File: src/rtl/phy_link_pkg.sv
// Constants, types and helpers for the PHY link management block.
package phy_link_pkg;

   // ---------------------------------------------------------------
   // Clock and timing
   // ---------------------------------------------------------------
   localparam int CLK_HZ = 10_000_000;
   localparam int HALT_MS = 1200;
   localparam int LOSS_MS = 50;
   localparam int GAP_MS = 16;
   localparam int JAB_MS = 20;
   localparam int HALT_CYC = HALT_MS * (CLK_HZ / 1000);
   localparam int LOSS_CYC = LOSS_MS * (CLK_HZ / 1000);
   localparam int GAP_CYC = GAP_MS * (CLK_HZ / 1000);
   localparam int JAB_CYC = JAB_MS * (CLK_HZ / 1000);
   localparam logic [1:0] POL_COUNT = 2'h3;

   // ---------------------------------------------------------------
   // Register indices
   // ---------------------------------------------------------------
   localparam logic [3:0] REG_MAC_CTRL = 4'h0;
   localparam logic [3:0] REG_PHY_CTRL = 4'h1;
   localparam logic [3:0] REG_CFG1 = 4'h2;
   localparam logic [3:0] REG_CFG2 = 4'h3;
   localparam logic [3:0] REG_STATUS = 4'h4;
   localparam logic [3:0] REG_STS_OUT = 4'h5;
   localparam logic [3:0] REG_ADV = 4'h6;
   localparam logic [3:0] REG_PARTNER = 4'h7;

   // ---------------------------------------------------------------
   // Field positions
   // ---------------------------------------------------------------
   localparam int MAC_NEG_BIT = 0;
   localparam int MAC_SPD_BIT = 1;
   localparam int MAC_DPX_BIT = 2;
   localparam int PHY_DPX_BIT = 8;
   localparam int PHY_RST_BIT = 9;
   localparam int PHY_NEG_BIT = 12;
   localparam int PHY_SPD_BIT = 13;
   localparam int CFG1_LDIS_BIT = 0;
   localparam int CFG2_JDIS_BIT = 0;
   localparam int CFG2_PDIS_BIT = 1;
   localparam int ST_DONE_BIT = 0;
   localparam int ST_JAB_BIT = 1;
   localparam int ST_LINK_BIT = 2;
   localparam int SO_SPD_BIT = 0;
   localparam int SO_DPX_BIT = 1;
   localparam int SO_JAB_BIT = 2;
   localparam int SO_POL_BIT = 3;
   localparam int ACK_BIT = 14;
   localparam int ABL_100FD = 8;
   localparam int ABL_100HD = 7;
   localparam int ABL_10FD = 6;
   localparam int ABL_10HD = 5;

   // ---------------------------------------------------------------
   // Reset values
   // ---------------------------------------------------------------
   localparam logic RST_MAC_NEG = 1'b0;
   localparam logic RST_MAC_SPD = 1'b0;
   localparam logic RST_MAC_DPX = 1'b0;
   localparam logic RST_PHY_NEG = 1'b1;
   localparam logic RST_PHY_SPD = 1'b1;
   localparam logic RST_PHY_DPX = 1'b0;
   localparam logic [15:0] RST_ADV = 16'h01E1;

   // ---------------------------------------------------------------
   // Types
   // ---------------------------------------------------------------
   typedef enum logic [2:0] {
      ST_OFF = 3'b000,
      ST_HALT = 3'b001,
      ST_DETECT = 3'b010,
      ST_ACK = 3'b011,
      ST_LINK = 3'b100
   } neg_state_t;

   typedef struct packed {
      logic nlp;
      logic nlp_inv;
      logic start_of_idle_pulse;
      logic soi_inv;
      logic squelch_ok;
      logic descr_lock;
      logic rx_active;
      logic flp_valid;
   } line_in_t;

   typedef struct packed {
      logic ok;
      logic spd100;
      logic fdx;
   } mode_t;

   // Picks the highest common mode: 100 full, 100 half, 10 full, 10 half.
   function automatic mode_t resolve(input logic [15:0] own, input logic [15:0] peer);
      logic [15:0] both;
      mode_t m;
      both = own & peer;
      m = '{ok: 1'b1, spd100: 1'b0, fdx: 1'b0};
      if (both[ABL_100FD]) begin
         m = '{ok: 1'b1, spd100: 1'b1, fdx: 1'b1};
      end else if (both[ABL_100HD]) begin
         m = '{ok: 1'b1, spd100: 1'b1, fdx: 1'b0};
      end else if (both[ABL_10FD]) begin
         m = '{ok: 1'b1, spd100: 1'b0, fdx: 1'b1};
      end else if (!both[ABL_10HD]) begin
         m.ok = 1'b0;
      end
      return m;
   endfunction

endpackage

File: src/rtl/phy_link_ctrl.sv
// Link integrity, auto-negotiation, jabber and polarity logic of the PHY.
//
// Function
// - 10M link pass from normal link pulses.
// - 100M link from squelch and descrambler lock.
// - Capabilities exchanged as sixteen-bit pulse bursts.
// - Negotiate on enable, link fail, restart.
// - Plain partner signalling selects matching speed.
// - Advertise, resolve by priority, set mode.
// - Result kept in speed and duplex bits.
// - Done flag only after successful negotiation.
// - Negotiation needs both enable bits set.
// - Enabling halts transmit, then link fail.
// - MAC enable clear: MAC select bits rule.
// - PHY enable clear, MAC enable set: PHY select bits rule.
// - Restart bit starts negotiation any time.
// - Link disable forces pass, PHY mode bits.
// - No jabber detection at 100M.
// - 10M jabber idles transmitter, collision, status.
// - Jabber disable bit skips jabber detection.
// - Reverse polarity after 3 pulses or idle.
// - Invert receive data unless autopolarity disabled.
// - Full duplex suppresses all collision indication.
//
// Design decisions made here: the register addresses and the address-and-strobe port.
module phy_link_ctrl
   import phy_link_pkg::*;
#(
   parameter int HALT_TIME = HALT_CYC,
   parameter int LOSS_TIME = LOSS_CYC,
   parameter int GAP_TIME = GAP_CYC,
   parameter int JAB_TIME = JAB_CYC
) (
   input wire logic mclk,
   input wire logic nrst,
   input wire logic [3:0] reg_addr,
   input wire logic [15:0] reg_wdata,
   input wire logic reg_wr,
   input wire logic reg_rd,
   output logic [15:0] reg_rdata,
   input wire logic tx_en,
   input wire line_in_t line_in,
   input wire logic [15:0] flp_rx_word,
   output logic tx_link_pulse,
   output logic tx_flp_send,
   output logic [15:0] tx_flp_word,
   output logic tx_idle_100,
   output logic tx_hold,
   output logic link_pass,
   output logic speed_100,
   output logic full_duplex,
   output logic collision,
   output logic rx_invert
);

   localparam logic [23:0] HALT_LIM = 24'(HALT_TIME - 1);
   localparam logic [19:0] LOSS_LIM = 20'(LOSS_TIME - 1);
   localparam logic [17:0] GAP_LIM = 18'(GAP_TIME - 1);
   localparam logic [17:0] JAB_LIM = 18'(JAB_TIME - 1);

   // ---------------------------------------------------------------
   // Input synchronisers and event detection
   // ---------------------------------------------------------------
   line_in_t sync1, sync2, prev;
   logic [15:0] word1, word2;
   logic nlp_ev, soi_ev, flp_ev;

   always_ff @(posedge mclk or negedge nrst) begin
      if (!nrst) begin
         sync1 <= '0;
         sync2 <= '0;
         prev <= '0;
         word1 <= 16'h0000;
         word2 <= 16'h0000;
      end else begin
         sync1 <= line_in;
         sync2 <= sync1;
         prev <= sync2;
         word1 <= flp_rx_word;
         word2 <= word1;
      end
   end

   assign nlp_ev = sync2.nlp & ~prev.nlp;
   assign soi_ev = sync2.start_of_idle_pulse & ~prev.start_of_idle_pulse;
   assign flp_ev = sync2.flp_valid & ~prev.flp_valid;

   // ---------------------------------------------------------------
   // Control registers
   // ---------------------------------------------------------------
   logic mac_side_negotiate_enable, mac_spd, mac_dpx;
   logic phy_side_negotiate_enable, phy_spd, duplex_select;
   logic link_dis, jab_dis, apol_dis;
   logic [15:0] adv, partner;
   logic restart_req;

   always_ff @(posedge mclk or negedge nrst) begin
      if (!nrst) begin
         mac_side_negotiate_enable <= RST_MAC_NEG;
         mac_spd <= RST_MAC_SPD;
         mac_dpx <= RST_MAC_DPX;
         phy_side_negotiate_enable <= RST_PHY_NEG;
         phy_spd <= RST_PHY_SPD;
         duplex_select <= RST_PHY_DPX;
         link_dis <= 1'b0;
         jab_dis <= 1'b0;
         apol_dis <= 1'b0;
         adv <= RST_ADV;
      end else if (reg_wr) begin
         unique case (reg_addr)
            REG_MAC_CTRL: begin
               mac_side_negotiate_enable <= reg_wdata[MAC_NEG_BIT];
               mac_spd <= reg_wdata[MAC_SPD_BIT];
               mac_dpx <= reg_wdata[MAC_DPX_BIT];
            end
            REG_PHY_CTRL: begin
               phy_side_negotiate_enable <= reg_wdata[PHY_NEG_BIT];
               phy_spd <= reg_wdata[PHY_SPD_BIT];
               duplex_select <= reg_wdata[PHY_DPX_BIT];
            end
            REG_CFG1: begin
               link_dis <= reg_wdata[CFG1_LDIS_BIT];
            end
            REG_CFG2: begin
               jab_dis <= reg_wdata[CFG2_JDIS_BIT];
               apol_dis <= reg_wdata[CFG2_PDIS_BIT];
            end
            REG_ADV: begin
               adv <= reg_wdata;
            end
            default: begin
            end
         endcase
      end
   end

   // Restart bit is self-clearing: a write of one is a single event.
   assign restart_req = reg_wr && reg_addr == REG_PHY_CTRL && reg_wdata[PHY_RST_BIT];

   // ---------------------------------------------------------------
   // Negotiation state machine
   // ---------------------------------------------------------------
   neg_state_t state;
   logic neg_on, neg_on_d, start_neg;
   logic [23:0] timer;
   logic neg_spd, neg_fdx, negotiate_done_flag;
   logic spd100, fdx, link_good;
   logic [19:0] loss_cnt;
   mode_t res;

   assign neg_on = mac_side_negotiate_enable & phy_side_negotiate_enable;
   assign start_neg = neg_on & (~neg_on_d | restart_req);
   assign res = resolve(adv, word2);

   always_ff @(posedge mclk or negedge nrst) begin
      if (!nrst) begin
         neg_on_d <= 1'b0;
      end else begin
         neg_on_d <= neg_on;
      end
   end

   always_ff @(posedge mclk or negedge nrst) begin
      if (!nrst) begin
         state <= ST_OFF;
         timer <= 24'h000000;
         neg_spd <= 1'b0;
         neg_fdx <= 1'b0;
         partner <= 16'h0000;
      end else if (!neg_on) begin
         state <= ST_OFF;
         timer <= 24'h000000;
      end else if (start_neg) begin
         state <= ST_HALT;
         timer <= 24'h000000;
      end else begin
         unique case (state)
            ST_OFF: begin
               state <= ST_HALT;
            end
            ST_HALT: begin
               timer <= timer + 24'h000001;
               if (timer == HALT_LIM) begin
                  state <= ST_DETECT;
               end
            end
            ST_DETECT: begin
               timer <= 24'h000000;
               if (flp_ev) begin
                  partner <= word2;
                  state <= ST_ACK;
               end else if (sync2.squelch_ok && sync2.descr_lock) begin
                  neg_spd <= 1'b1;
                  neg_fdx <= 1'b0;
                  state <= ST_LINK;
               end else if (nlp_ev) begin
                  neg_spd <= 1'b0;
                  neg_fdx <= 1'b0;
                  state <= ST_LINK;
               end
            end
            ST_ACK: begin
               timer <= timer + 24'h000001;
               if (flp_ev && word2[ACK_BIT]) begin
                  partner <= word2;
                  state <= res.ok ? ST_LINK : ST_DETECT;
                  neg_spd <= res.spd100;
                  neg_fdx <= res.fdx;
               end else if (timer[19:0] == LOSS_LIM) begin
                  state <= ST_DETECT;
               end
            end
            ST_LINK: begin
               if (!link_good) begin
                  state <= ST_DETECT;
               end
            end
            default: begin
               state <= ST_OFF;
            end
         endcase
      end
   end

   // Done flag: cleared when a negotiation starts, set on pulse exchange success.
   always_ff @(posedge mclk or negedge nrst) begin
      if (!nrst) begin
         negotiate_done_flag <= 1'b0;
      end else if (neg_on && !start_neg && state == ST_ACK && flp_ev &&
                   word2[ACK_BIT] && res.ok) begin
         negotiate_done_flag <= 1'b1;
      end else if (!neg_on || start_neg || state == ST_DETECT) begin
         negotiate_done_flag <= 1'b0;
      end
   end

   // ---------------------------------------------------------------
   // Mode selection and link check
   // ---------------------------------------------------------------
   always_comb begin
      if (link_dis || (mac_side_negotiate_enable && !phy_side_negotiate_enable)) begin
         spd100 = phy_spd;
         fdx = duplex_select;
      end else if (!mac_side_negotiate_enable) begin
         spd100 = mac_spd;
         fdx = mac_dpx;
      end else begin
         spd100 = neg_spd;
         fdx = neg_fdx;
      end
   end

   always_ff @(posedge mclk or negedge nrst) begin
      if (!nrst) begin
         loss_cnt <= LOSS_LIM;
      end else if (nlp_ev || spd100 || (neg_on && state != ST_LINK)) begin
         loss_cnt <= 20'h00000;
      end else if (loss_cnt != LOSS_LIM) begin
         loss_cnt <= loss_cnt + 20'h00001;
      end
   end

   always_comb begin
      if (spd100) begin
         link_good = sync2.squelch_ok & sync2.descr_lock;
      end else begin
         link_good = loss_cnt != LOSS_LIM;
      end
   end

   always_ff @(posedge mclk or negedge nrst) begin
      if (!nrst) begin
         link_pass <= 1'b0;
         speed_100 <= 1'b0;
         full_duplex <= 1'b0;
      end else begin
         link_pass <= link_dis | (link_good & (!neg_on | state == ST_LINK));
         speed_100 <= spd100;
         full_duplex <= fdx;
      end
   end

   // ---------------------------------------------------------------
   // Transmit pulses and idle
   // ---------------------------------------------------------------
   logic [17:0] gap_cnt;
   logic halted, negotiating, gap_hit;

   assign halted = neg_on && !link_dis && (state == ST_HALT || state == ST_OFF);
   assign negotiating = neg_on && !link_dis && (state == ST_DETECT || state == ST_ACK);
   assign gap_hit = gap_cnt == GAP_LIM;

   always_ff @(posedge mclk or negedge nrst) begin
      if (!nrst) begin
         gap_cnt <= 18'h00000;
         tx_link_pulse <= 1'b0;
         tx_flp_send <= 1'b0;
         tx_flp_word <= 16'h0000;
         tx_idle_100 <= 1'b0;
      end else begin
         gap_cnt <= gap_hit ? 18'h00000 : gap_cnt + 18'h00001;
         tx_link_pulse <= gap_hit && !halted && !negotiating && !spd100 && !tx_en;
         tx_flp_send <= gap_hit && negotiating;
         tx_flp_word <= adv | (state == ST_ACK ? 16'h4000 : 16'h0000);
         tx_idle_100 <= spd100 && !halted && !negotiating && !tx_en;
      end
   end

   // ---------------------------------------------------------------
   // Jabber and collision
   // ---------------------------------------------------------------
   logic [17:0] jab_cnt;
   logic jabber, jab_sts, jab_so, jab_set, rd_status, rd_so;

   assign rd_status = reg_rd && reg_addr == REG_STATUS;
   assign rd_so = reg_rd && reg_addr == REG_STS_OUT;
   assign jab_set = tx_en && jab_cnt == JAB_LIM && !spd100 && !jab_dis;

   always_ff @(posedge mclk or negedge nrst) begin
      if (!nrst) begin
         jab_cnt <= 18'h00000;
         jabber <= 1'b0;
      end else if (spd100 || jab_dis || !tx_en) begin
         jab_cnt <= 18'h00000;
         jabber <= 1'b0;
      end else if (jab_set) begin
         jabber <= 1'b1;
      end else begin
         jab_cnt <= jab_cnt + 18'h00001;
      end
   end

   // Sticky jabber bits clear on read; a new event in the read cycle wins.
   always_ff @(posedge mclk or negedge nrst) begin
      if (!nrst) begin
         jab_sts <= 1'b0;
         jab_so <= 1'b0;
      end else begin
         jab_sts <= jab_set | (jab_sts & ~rd_status);
         jab_so <= jab_set | (jab_so & ~rd_so);
      end
   end

   always_ff @(posedge mclk or negedge nrst) begin
      if (!nrst) begin
         collision <= 1'b0;
         tx_hold <= 1'b0;
      end else begin
         collision <= !fdx && (jabber || (tx_en && sync2.rx_active && link_pass));
         tx_hold <= jabber || halted;
      end
   end

   // ---------------------------------------------------------------
   // Receive polarity
   // ---------------------------------------------------------------
   logic [1:0] pol_cnt;
   logic rev_pol;

   always_ff @(posedge mclk or negedge nrst) begin
      if (!nrst) begin
         pol_cnt <= 2'h0;
         rev_pol <= 1'b0;
      end else if (spd100) begin
         pol_cnt <= 2'h0;
         rev_pol <= 1'b0;
      end else begin
         if (nlp_ev) begin
            pol_cnt <= sync2.nlp_inv ? (pol_cnt == POL_COUNT ? pol_cnt : pol_cnt + 2'h1) : 2'h0;
         end
         if ((nlp_ev && sync2.nlp_inv && pol_cnt == POL_COUNT - 2'h1) ||
             (soi_ev && sync2.soi_inv)) begin
            rev_pol <= 1'b1;
         end else if (soi_ev) begin
            rev_pol <= 1'b0;
         end
      end
   end

   always_ff @(posedge mclk or negedge nrst) begin
      if (!nrst) begin
         rx_invert <= 1'b0;
      end else begin
         rx_invert <= rev_pol & ~apol_dis;
      end
   end

   // ---------------------------------------------------------------
   // Register read
   // ---------------------------------------------------------------
   always_ff @(posedge mclk or negedge nrst) begin
      if (!nrst) begin
         reg_rdata <= 16'h0000;
      end else if (reg_rd) begin
         reg_rdata <= 16'h0000;
         unique case (reg_addr)
            REG_MAC_CTRL: begin
               reg_rdata[MAC_NEG_BIT] <= mac_side_negotiate_enable;
               reg_rdata[MAC_SPD_BIT] <= mac_spd;
               reg_rdata[MAC_DPX_BIT] <= mac_dpx;
            end
            REG_PHY_CTRL: begin
               reg_rdata[PHY_NEG_BIT] <= phy_side_negotiate_enable;
               reg_rdata[PHY_SPD_BIT] <= phy_spd;
               reg_rdata[PHY_DPX_BIT] <= duplex_select;
            end
            REG_CFG1: reg_rdata[CFG1_LDIS_BIT] <= link_dis;
            REG_CFG2: begin
               reg_rdata[CFG2_JDIS_BIT] <= jab_dis;
               reg_rdata[CFG2_PDIS_BIT] <= apol_dis;
            end
            REG_STATUS: begin
               reg_rdata[ST_DONE_BIT] <= negotiate_done_flag;
               reg_rdata[ST_JAB_BIT] <= jab_sts;
               reg_rdata[ST_LINK_BIT] <= link_pass;
            end
            REG_STS_OUT: begin
               reg_rdata[SO_SPD_BIT] <= neg_spd;
               reg_rdata[SO_DPX_BIT] <= neg_fdx;
               reg_rdata[SO_JAB_BIT] <= jab_so;
               reg_rdata[SO_POL_BIT] <= rev_pol;
            end
            REG_ADV: reg_rdata <= adv;
            REG_PARTNER: reg_rdata <= partner;
            default: reg_rdata <= 16'h0000;
         endcase
      end
   end
endmodule

File: config.mk
export PLATFORM = sky130hd
export DESIGN_NAME = phy_link_ctrl
export DESIGN_NICKNAME = d
export VERILOG_FILES = /design/src/rtl/phy_link_pkg.sv /design/src/rtl/phy_link_ctrl.sv
export SDC_FILE = /design/constraint.sdc
export NUM_CORES = 1
export LEC_CHECK = 0
export ABC_AREA = 1
export ABC_CLOCK_PERIOD_IN_PS = 2000
export BUFFER_PORTS_ARGS = -buffer_cell sky130_fd_sc_hd__buf_4
export CORE_ASPECT_RATIO = 1.75
export CORE_MARGIN = 2
export CORE_UTILIZATION = 23
export DETAILED_ROUTE_END_ITERATION = 16
export HOLD_SLACK_MARGIN = 0.15
export SYNTH_ARGS = -nofsm -noshare
export SYNTH_HDL_FRONTEND = slang
export SYNTH_SLANG_ARGS = --single-unit
File: constraint.sdc
create_clock -name mclk -period 2 [get_ports mclk]
set_clock_uncertainty 0.05 [all_clocks]
set_input_delay 0.1 -clock mclk [delete_from_list [all_inputs] [get_ports mclk]]
set_output_delay 0.1 -clock mclk [all_outputs]
set_load 0.005 [all_outputs]
# After elaboration in Yosys (flattened, before gate mapping)
# Index checks and enable logic that the tools add are counted.
# totals
regBits,226
in_bits,49
output_inout_bits,41
elab_cells,252
# classes
addsub,5
n_eq_ne,30
n_mux,62
bitwise,25
reduce_logical,73
# op_table
cell,count
$mux W18,3
$mux W24,2
$pmux W24 S2,1
$mux W20,2
$add A18 B1 Y18 const B,2
$eq A18 B18 Y1 const B,2
$mux W3,12
$logic_and A1 B1 Y1,33
$mux W16,2
$pmux W16 S2,1
$add A24 B1 Y24 const B,1
$eq A24 B24 Y1 const B,1
$mux W1,22
$add A20 B1 Y20 const B,1
$eq A20 B19 Y1 const B,1
$ne A20 B19 Y1 const B,1
$eq A4 B3 Y1 const B,4
$or A16 B15 Y16,1
$mux W15,1
$pmux W3 S5,1
$logic_or A1 B1 Y1,12
$reduce_and A2 Y1,6
$and A1 B1 Y1,10
$logic_not A1 Y1,10
other kinds (35),63

# Depth between registers and ports, before layout
# depth
word_depth,12
depth_mapped,13
depth_no_buf,13

# Worst setup path after synthesis
# Ideal clock, no wire load.
# synth_timing
kind,reg2reg
from,register loss_cnt[0]
to,register loss_cnt[14]
setup_time_ns,0.127
t_arrival_ns,1.577
t_required_ns,1.823
path_slack_ns,0.246
stages_incl_launch_ff,8
n_path_buf,0
period_less_slack_ns,1.754
cell_sequence,dfstp_2 ha_1 nand3_1 nor2_2 nand4_1 or2_1 o21ai_1 a21oi_1
# synth_between
elab_chain_cells,3
elab_cells_between_ends,5
classes_between,add/sub (1); eq/ne (1); mux (2); reduce/logical (1)
# synth_rtl
item,line,text
start: declaration,phy_link_ctrl.sv:148,logic [19:0] loss_cnt;
start signal: assignment,phy_link_ctrl.sv:259,loss_cnt <= loss_cnt + 20'h00001;
$add A20 B1 Y20,phy_link_ctrl.sv:259,
$mux W20,phy_link_ctrl.sv:258,end else if (loss_cnt != LOSS_LIM) begin
$mux W20,phy_link_ctrl.sv:256,end else if (nlp_ev || spd100 || (neg_on && state != ST_LINK)) begin
# Parallel ways exist; a longest one is shown, timed or not. The select of a mux whose other input is x is not followed.
# A chain may end at the register's enable or synchronous reset.

# Worst setup path after layout
# Same ends and word-level chain as after synthesis.

==> impl_metrics.xml <==
<?xml version="1.0" encoding="UTF-8"?>
<metrics>
  <group name="global_route">
    <metric name="first_global_vias" unit="">8420</metric>
    <metric name="antenna_found_initial" unit="">1</metric>
    <metric name="grt_pass1_wl" unit="mm">41.5</metric>
    <metric name="grt_overflow" unit="">0</metric>
    <metric name="globalRouteTotalUtil" unit="">0.112</metric>
    <metric name="pin_count_of_the_biggest_net_entering_global_routing" unit="">57</metric>
  </group>
  <group name="cells_and_area">
    <metric name="layout.cells.most_common" unit="">sky130_fd_sc_hd__nand2_1</metric>
    <metric name="drive_gt1_frac" unit="">0.164</metric>
    <metric name="most_used_cells_in_the_layout_excluding_fill_and_tap_cells" unit="">sky130_fd_sc_hd__nand2_1, sky130_fd_sc_hd__dfrtp_1, sky130_fd_sc_hd__inv_1, sky130_fd_sc_hd__buf_4, sky130_fd_sc_hd__nor2_1</metric>
    <metric name="fin_nets" unit="">1342</metric>
    <metric name="finalNonFillerCells" unit="">1862</metric>
    <metric name="antenna_cells_inserted" unit="">0</metric>
    <metric name="area_added_between_synthesis_and_finish" unit="%">28.8</metric>
  </group>
  <group name="place">
    <metric name="detailed_place_hpwl" unit="mm">18.9</metric>
    <metric name="port_buffers" unit="">89</metric>
    <metric name="placed_cells" unit="">1768</metric>
    <metric name="gp_routability_congestion" unit="">0.855</metric>
  </group>
  <group name="pwr">
    <metric name="power_density" unit="nW/µm²">849</metric>
    <metric name="internal_power" unit="mW">8.13</metric>
    <metric name="power_leakage" unit="nW">5.80</metric>
    <metric name="sw_frac_of_total" unit="">0.249</metric>
    <metric name="power.switching" unit="mW">2.70</metric>
    <metric name="clock_power_share" unit="">0.402</metric>
    <metric name="irDropWorstVdd" unit="mV">0.463</metric>
    <metric name="power.share.sequential" unit="">0.482</metric>
    <metric name="combinationalPowerShare" unit="">0.116</metric>
  </group>
  <group name="worst_hold_path">
    <metric name="timing.hold.worst.class" unit="">in2reg</metric>
    <metric name="min_delay_path_depth" unit="">2</metric>
    <metric name="hold-path-endpoint" unit="">word1[13]</metric>
    <metric name="min-delay-start" unit="">flp_rx_word[13]</metric>
  </group>
  <group name="detailed_routing">
    <metric name="drt-initial-drc-count" unit="">355</metric>
    <metric name="via_count" unit="">8120</metric>
    <metric name="route.final.wire_length" unit="mm">25.2</metric>
    <metric name="drt_first_pass_iters" unit="">6</metric>
    <metric name="viasPerCell" unit="">4.36</metric>
    <metric name="residual_drc" unit="">0</metric>
    <metric name="route.antenna.remaining_nets" unit="">0</metric>
    <metric name="drt-wirelength-per-cell" unit="µm">13.5</metric>
  </group>
  <group name="outcome">
    <metric name="outcome" unit="">finished clean</metric>
  </group>
  <group name="sta">
    <metric name="unrepaired_setup_endpoints_after_global_routing" unit="">false</metric>
    <metric name="setup_violations" unit="">0</metric>
    <metric name="fin_setup_tns" unit="ns">0</metric>
    <metric name="transition_time_of_the_tightest_slew_check_pin" unit="ns">0.494</metric>
    <metric name="headroom_to_the_max_slew_limit" unit="">0.667</metric>
    <metric name="timing.final.max_slew_violations" unit="">0</metric>
    <metric name="max_clock_freq" unit="MHz">533</metric>
    <metric name="final_hold_viol_count" unit="">0</metric>
    <metric name="finalWorstPathRequiredPeriod" unit="ns">1.88</metric>
    <metric name="finalCritPeriodShare" unit="">0.938</metric>
  </group>
  <group name="clock_network">
    <metric name="clock_tree_from_tritoncts" unit="">done</metric>
    <metric name="clk_root_buffer_cell" unit="">sky130_fd_sc_hd__clkbuf_16</metric>
    <metric name="numCtsBuffers" unit="">20</metric>
    <metric name="clk_latency" unit="ns">0.52</metric>
    <metric name="clock_pin_slew_worst_setup_and_hold_paths" unit="ns">0.07</metric>
    <metric name="tritoncts_num_sinks" unit="">226</metric>
    <metric name="clk_path_buf_depth" unit="">3</metric>
    <metric name="htree_levels" unit="">1</metric>
  </group>
  <group name="logic_synthesis">
    <metric name="postSynthAreaPerCell" unit="µm²">8.89</metric>
    <metric name="ys_seq_elements" unit="">226</metric>
    <metric name="synth-warning-count" unit="">0</metric>
    <metric name="synth-seq-area-share" unit="">0.573</metric>
    <metric name="synth_enable_flop_cells" unit="">0</metric>
    <metric name="synth_largest_type_area_fraction" unit="">0.526</metric>
    <metric name="syn_nets" unit="">1169</metric>
    <metric name="synthDistinctLibCells" unit="">47</metric>
    <metric name="yosys-top-cells-area" unit="">sky130_fd_sc_hd__dfrtp_1, sky130_fd_sc_hd__nand2_1, sky130_fd_sc_hd__dfstp_2</metric>
    <metric name="yosys.area.top_type" unit="">sky130_fd_sc_hd__dfrtp_1</metric>
    <metric name="post_synth_instance_area" unit="µm²">9900</metric>
    <metric name="postSynthCellCount" unit="">1114</metric>
    <metric name="most_frequently_used_flop_master_after_synthesis" unit="">sky130_fd_sc_hd__dfrtp_1</metric>
    <metric name="synth-async-reset-ratio" unit="">1.00</metric>
  </group>
  <group name="floorplanning">
    <metric name="die-width" unit="µm">161</metric>
    <metric name="std_cell_rows" unit="">100</metric>
    <metric name="pin_count" unit="">90</metric>
    <metric name="die_height" unit="µm">278</metric>
    <metric name="coreArea" unit="µm²">42500</metric>
    <metric name="initial_utilization" unit="">0.233</metric>
    <metric name="fp.dieArea" unit="µm²">44800</metric>
  </group>
  <group name="run">
    <metric name="maxCapViolations" unit="">0</metric>
  </group>
  <group name="worst_setup_path">
    <metric name="crit_path_cell_trace" unit="">ha_2 -&gt; nand3_2 -&gt; nor2_4 -&gt; nand4_1 -&gt; or2_1 -&gt; o21ai_2 -&gt; a21oi_1</metric>
    <metric name="critPathLaunch" unit="">loss_cnt[0]</metric>
    <metric name="timing.critical_path.slowest_stage_cell" unit="">sky130_fd_sc_hd__dfstp_2</metric>
    <metric name="rr_worst_depth" unit="">7</metric>
    <metric name="ff2ff_setup_slack" unit="ns">0.12</metric>
    <metric name="r2r-start" unit="">loss_cnt[0]</metric>
    <metric name="worst_setup_path_start_kind" unit="">flop</metric>
    <metric name="worstReg2RegEnd" unit="">loss_cnt[14]</metric>
    <metric name="timing_worst_setup_path_type" unit="">reg2reg</metric>
    <metric name="worst_ep_arrival_time" unit="ns">2.22</metric>
    <metric name="critPathRequiredTime" unit="ns">2.34</metric>
    <metric name="cp-end-kind" unit="">flop</metric>
    <metric name="max_stage_delay" unit="ns">0.57</metric>
    <metric name="worstPathMaxFanout" unit="">5</metric>
  </group>
</metrics>
## cell type report
class	instances	area, µm²
multi-input combinational	734	3660
inverter	135	514
clock buffer	23	543
fill	4474	29800
sequential	226	5680
tap	561	702
timing repair buffer	170	1460
clock inverter	13	200
## power groups by stage
stage	registers [mW]	clock network [mW]	logic [mW]
after floorplan	5.21	0	0.557
after global placement	5.29	0	1.12
after detailed placement	5.30	0	1.14
after CTS	5.22	4.48	1.25
after global routing	5.26	4.64	1.41
final	5.21	4.35	1.26
## worst max-delay path: cells and delay by family, from the launching register on
| kind | cells | cell delay, ns |
|---|---|---|
| AND/OR/NAND/NOR | 4 | 0.71 |
| flip-flops | 1 | 0.57 |
| adder cells (fa/ha/maj) | 1 | 0.21 |
| AO/OA/AOI/OAI | 2 | 0.22 |
## per-stage QoR
stage                     hold slack, ns  total power, mW  utilization  cell area (µm²)  worst slack (ns)
final                              0.186             10.8        0.300            12800             0.125
after global routing               0.180             11.3        0.300            12800           0.00560
after CTS                          0.170             11.0        0.298            12700            0.0106
after detailed placement       -0.000251             6.45        0.267            11400            0.0342
after global placement          -0.00118             6.41        0.267            11400            0.0797
after floorplan                   -0.246             5.77            -             9900             0.246
## Yosys cell counts (2+ instances only)
| master | count |
|---|---|
| sky130_fd_sc_hd__nand2_1 | 268 |
| sky130_fd_sc_hd__dfrtp_1 | 208 |
| sky130_fd_sc_hd__inv_1 | 119 |
| sky130_fd_sc_hd__nor2_1 | 113 |
| sky130_fd_sc_hd__nand3_1 | 79 |
| sky130_fd_sc_hd__o21ai_0 | 44 |
| sky130_fd_sc_hd__a21oi_1 | 41 |
| sky130_fd_sc_hd__nor3_1 | 33 |
| sky130_fd_sc_hd__o21ai_1 | 28 |
| sky130_fd_sc_hd__nand4_1 | 26 |
| sky130_fd_sc_hd__dfstp_2 | 18 |
| sky130_fd_sc_hd__xor2_1 | 15 |
| sky130_fd_sc_hd__a31oi_1 | 14 |
| sky130_fd_sc_hd__inv_2 | 14 |
| sky130_fd_sc_hd__mux2_1 | 12 |
| sky130_fd_sc_hd__buf_2 | 9 |
| sky130_fd_sc_hd__o211ai_1 | 8 |
| sky130_fd_sc_hd__ha_1 | 6 |
| sky130_fd_sc_hd__nor2_2 | 5 |
| sky130_fd_sc_hd__xnor2_1 | 5 |
| sky130_fd_sc_hd__nand2_2 | 4 |
| sky130_fd_sc_hd__nor4_1 | 4 |
| sky130_fd_sc_hd__buf_4 | 3 |
| sky130_fd_sc_hd__buf_6 | 3 |
| sky130_fd_sc_hd__clkbuf_1 | 3 |
| sky130_fd_sc_hd__o22ai_1 | 3 |
| sky130_fd_sc_hd__or2_1 | 3 |
| sky130_fd_sc_hd__a221oi_1 | 2 |
| sky130_fd_sc_hd__nand2_4 | 2 |
| sky130_fd_sc_hd__nand3_2 | 2 |
| sky130_fd_sc_hd__nor2_4 | 2 |
| sky130_fd_sc_hd__nor3_2 | 2 |
| sky130_fd_sc_hd__o21a_1 | 2 |
## what timing repair did
action | CTS | global route
setup endpoints to repair | 0 | 26
buffers inserted | 0 | 2
endpoints found under the hold margin | 327 | 0
hold buffers | 56 | 0
gates resized for setup | 0 | 16
## worst max path at each step
stage                              end  depth (start not counted)
final                     loss_cnt[14]                          7
after CTS                 loss_cnt[14]                          7
after detailed placement  loss_cnt[14]                          7
after floorplan           loss_cnt[14]                          7
after global placement    loss_cnt[14]                          7
after global routing         timer[13]                          6
## routing by layer
metal / vias to the layer above / share of wire / track usage
met3: 57 / 0.030 / 0.00775
met2: 187 / 0.56 / 0.222
met5: - / 0 / 0
li1: 3968 / - / -
met4: 0 / 0.038 / 0.0517
met1: 3908 / 0.37 / 0.119
## flip-flops by register name (all words and copies together), names as in the netlist, 18 cells and up
register,flops
timer,24
gap_cnt,18
loss_cnt,20
jab_cnt,18
## cell families (layout without fill, tap and decap cells)
kind of cell / Yosys count / in the layout / synth area share
simple gates: 549 / 549 / 0.243
fa+ha+maj: 6 / 6 / 0.00758
buf+inv: 154 / 341 / 0.0632
xor+xnor: 20 / 20 / 0.0177
mux: 12 / 12 / 0.0136
compound gates: 147 / 147 / 0.0812
flops: 226 / 226 / 0.573
Power figures use the tool's default switching activity.
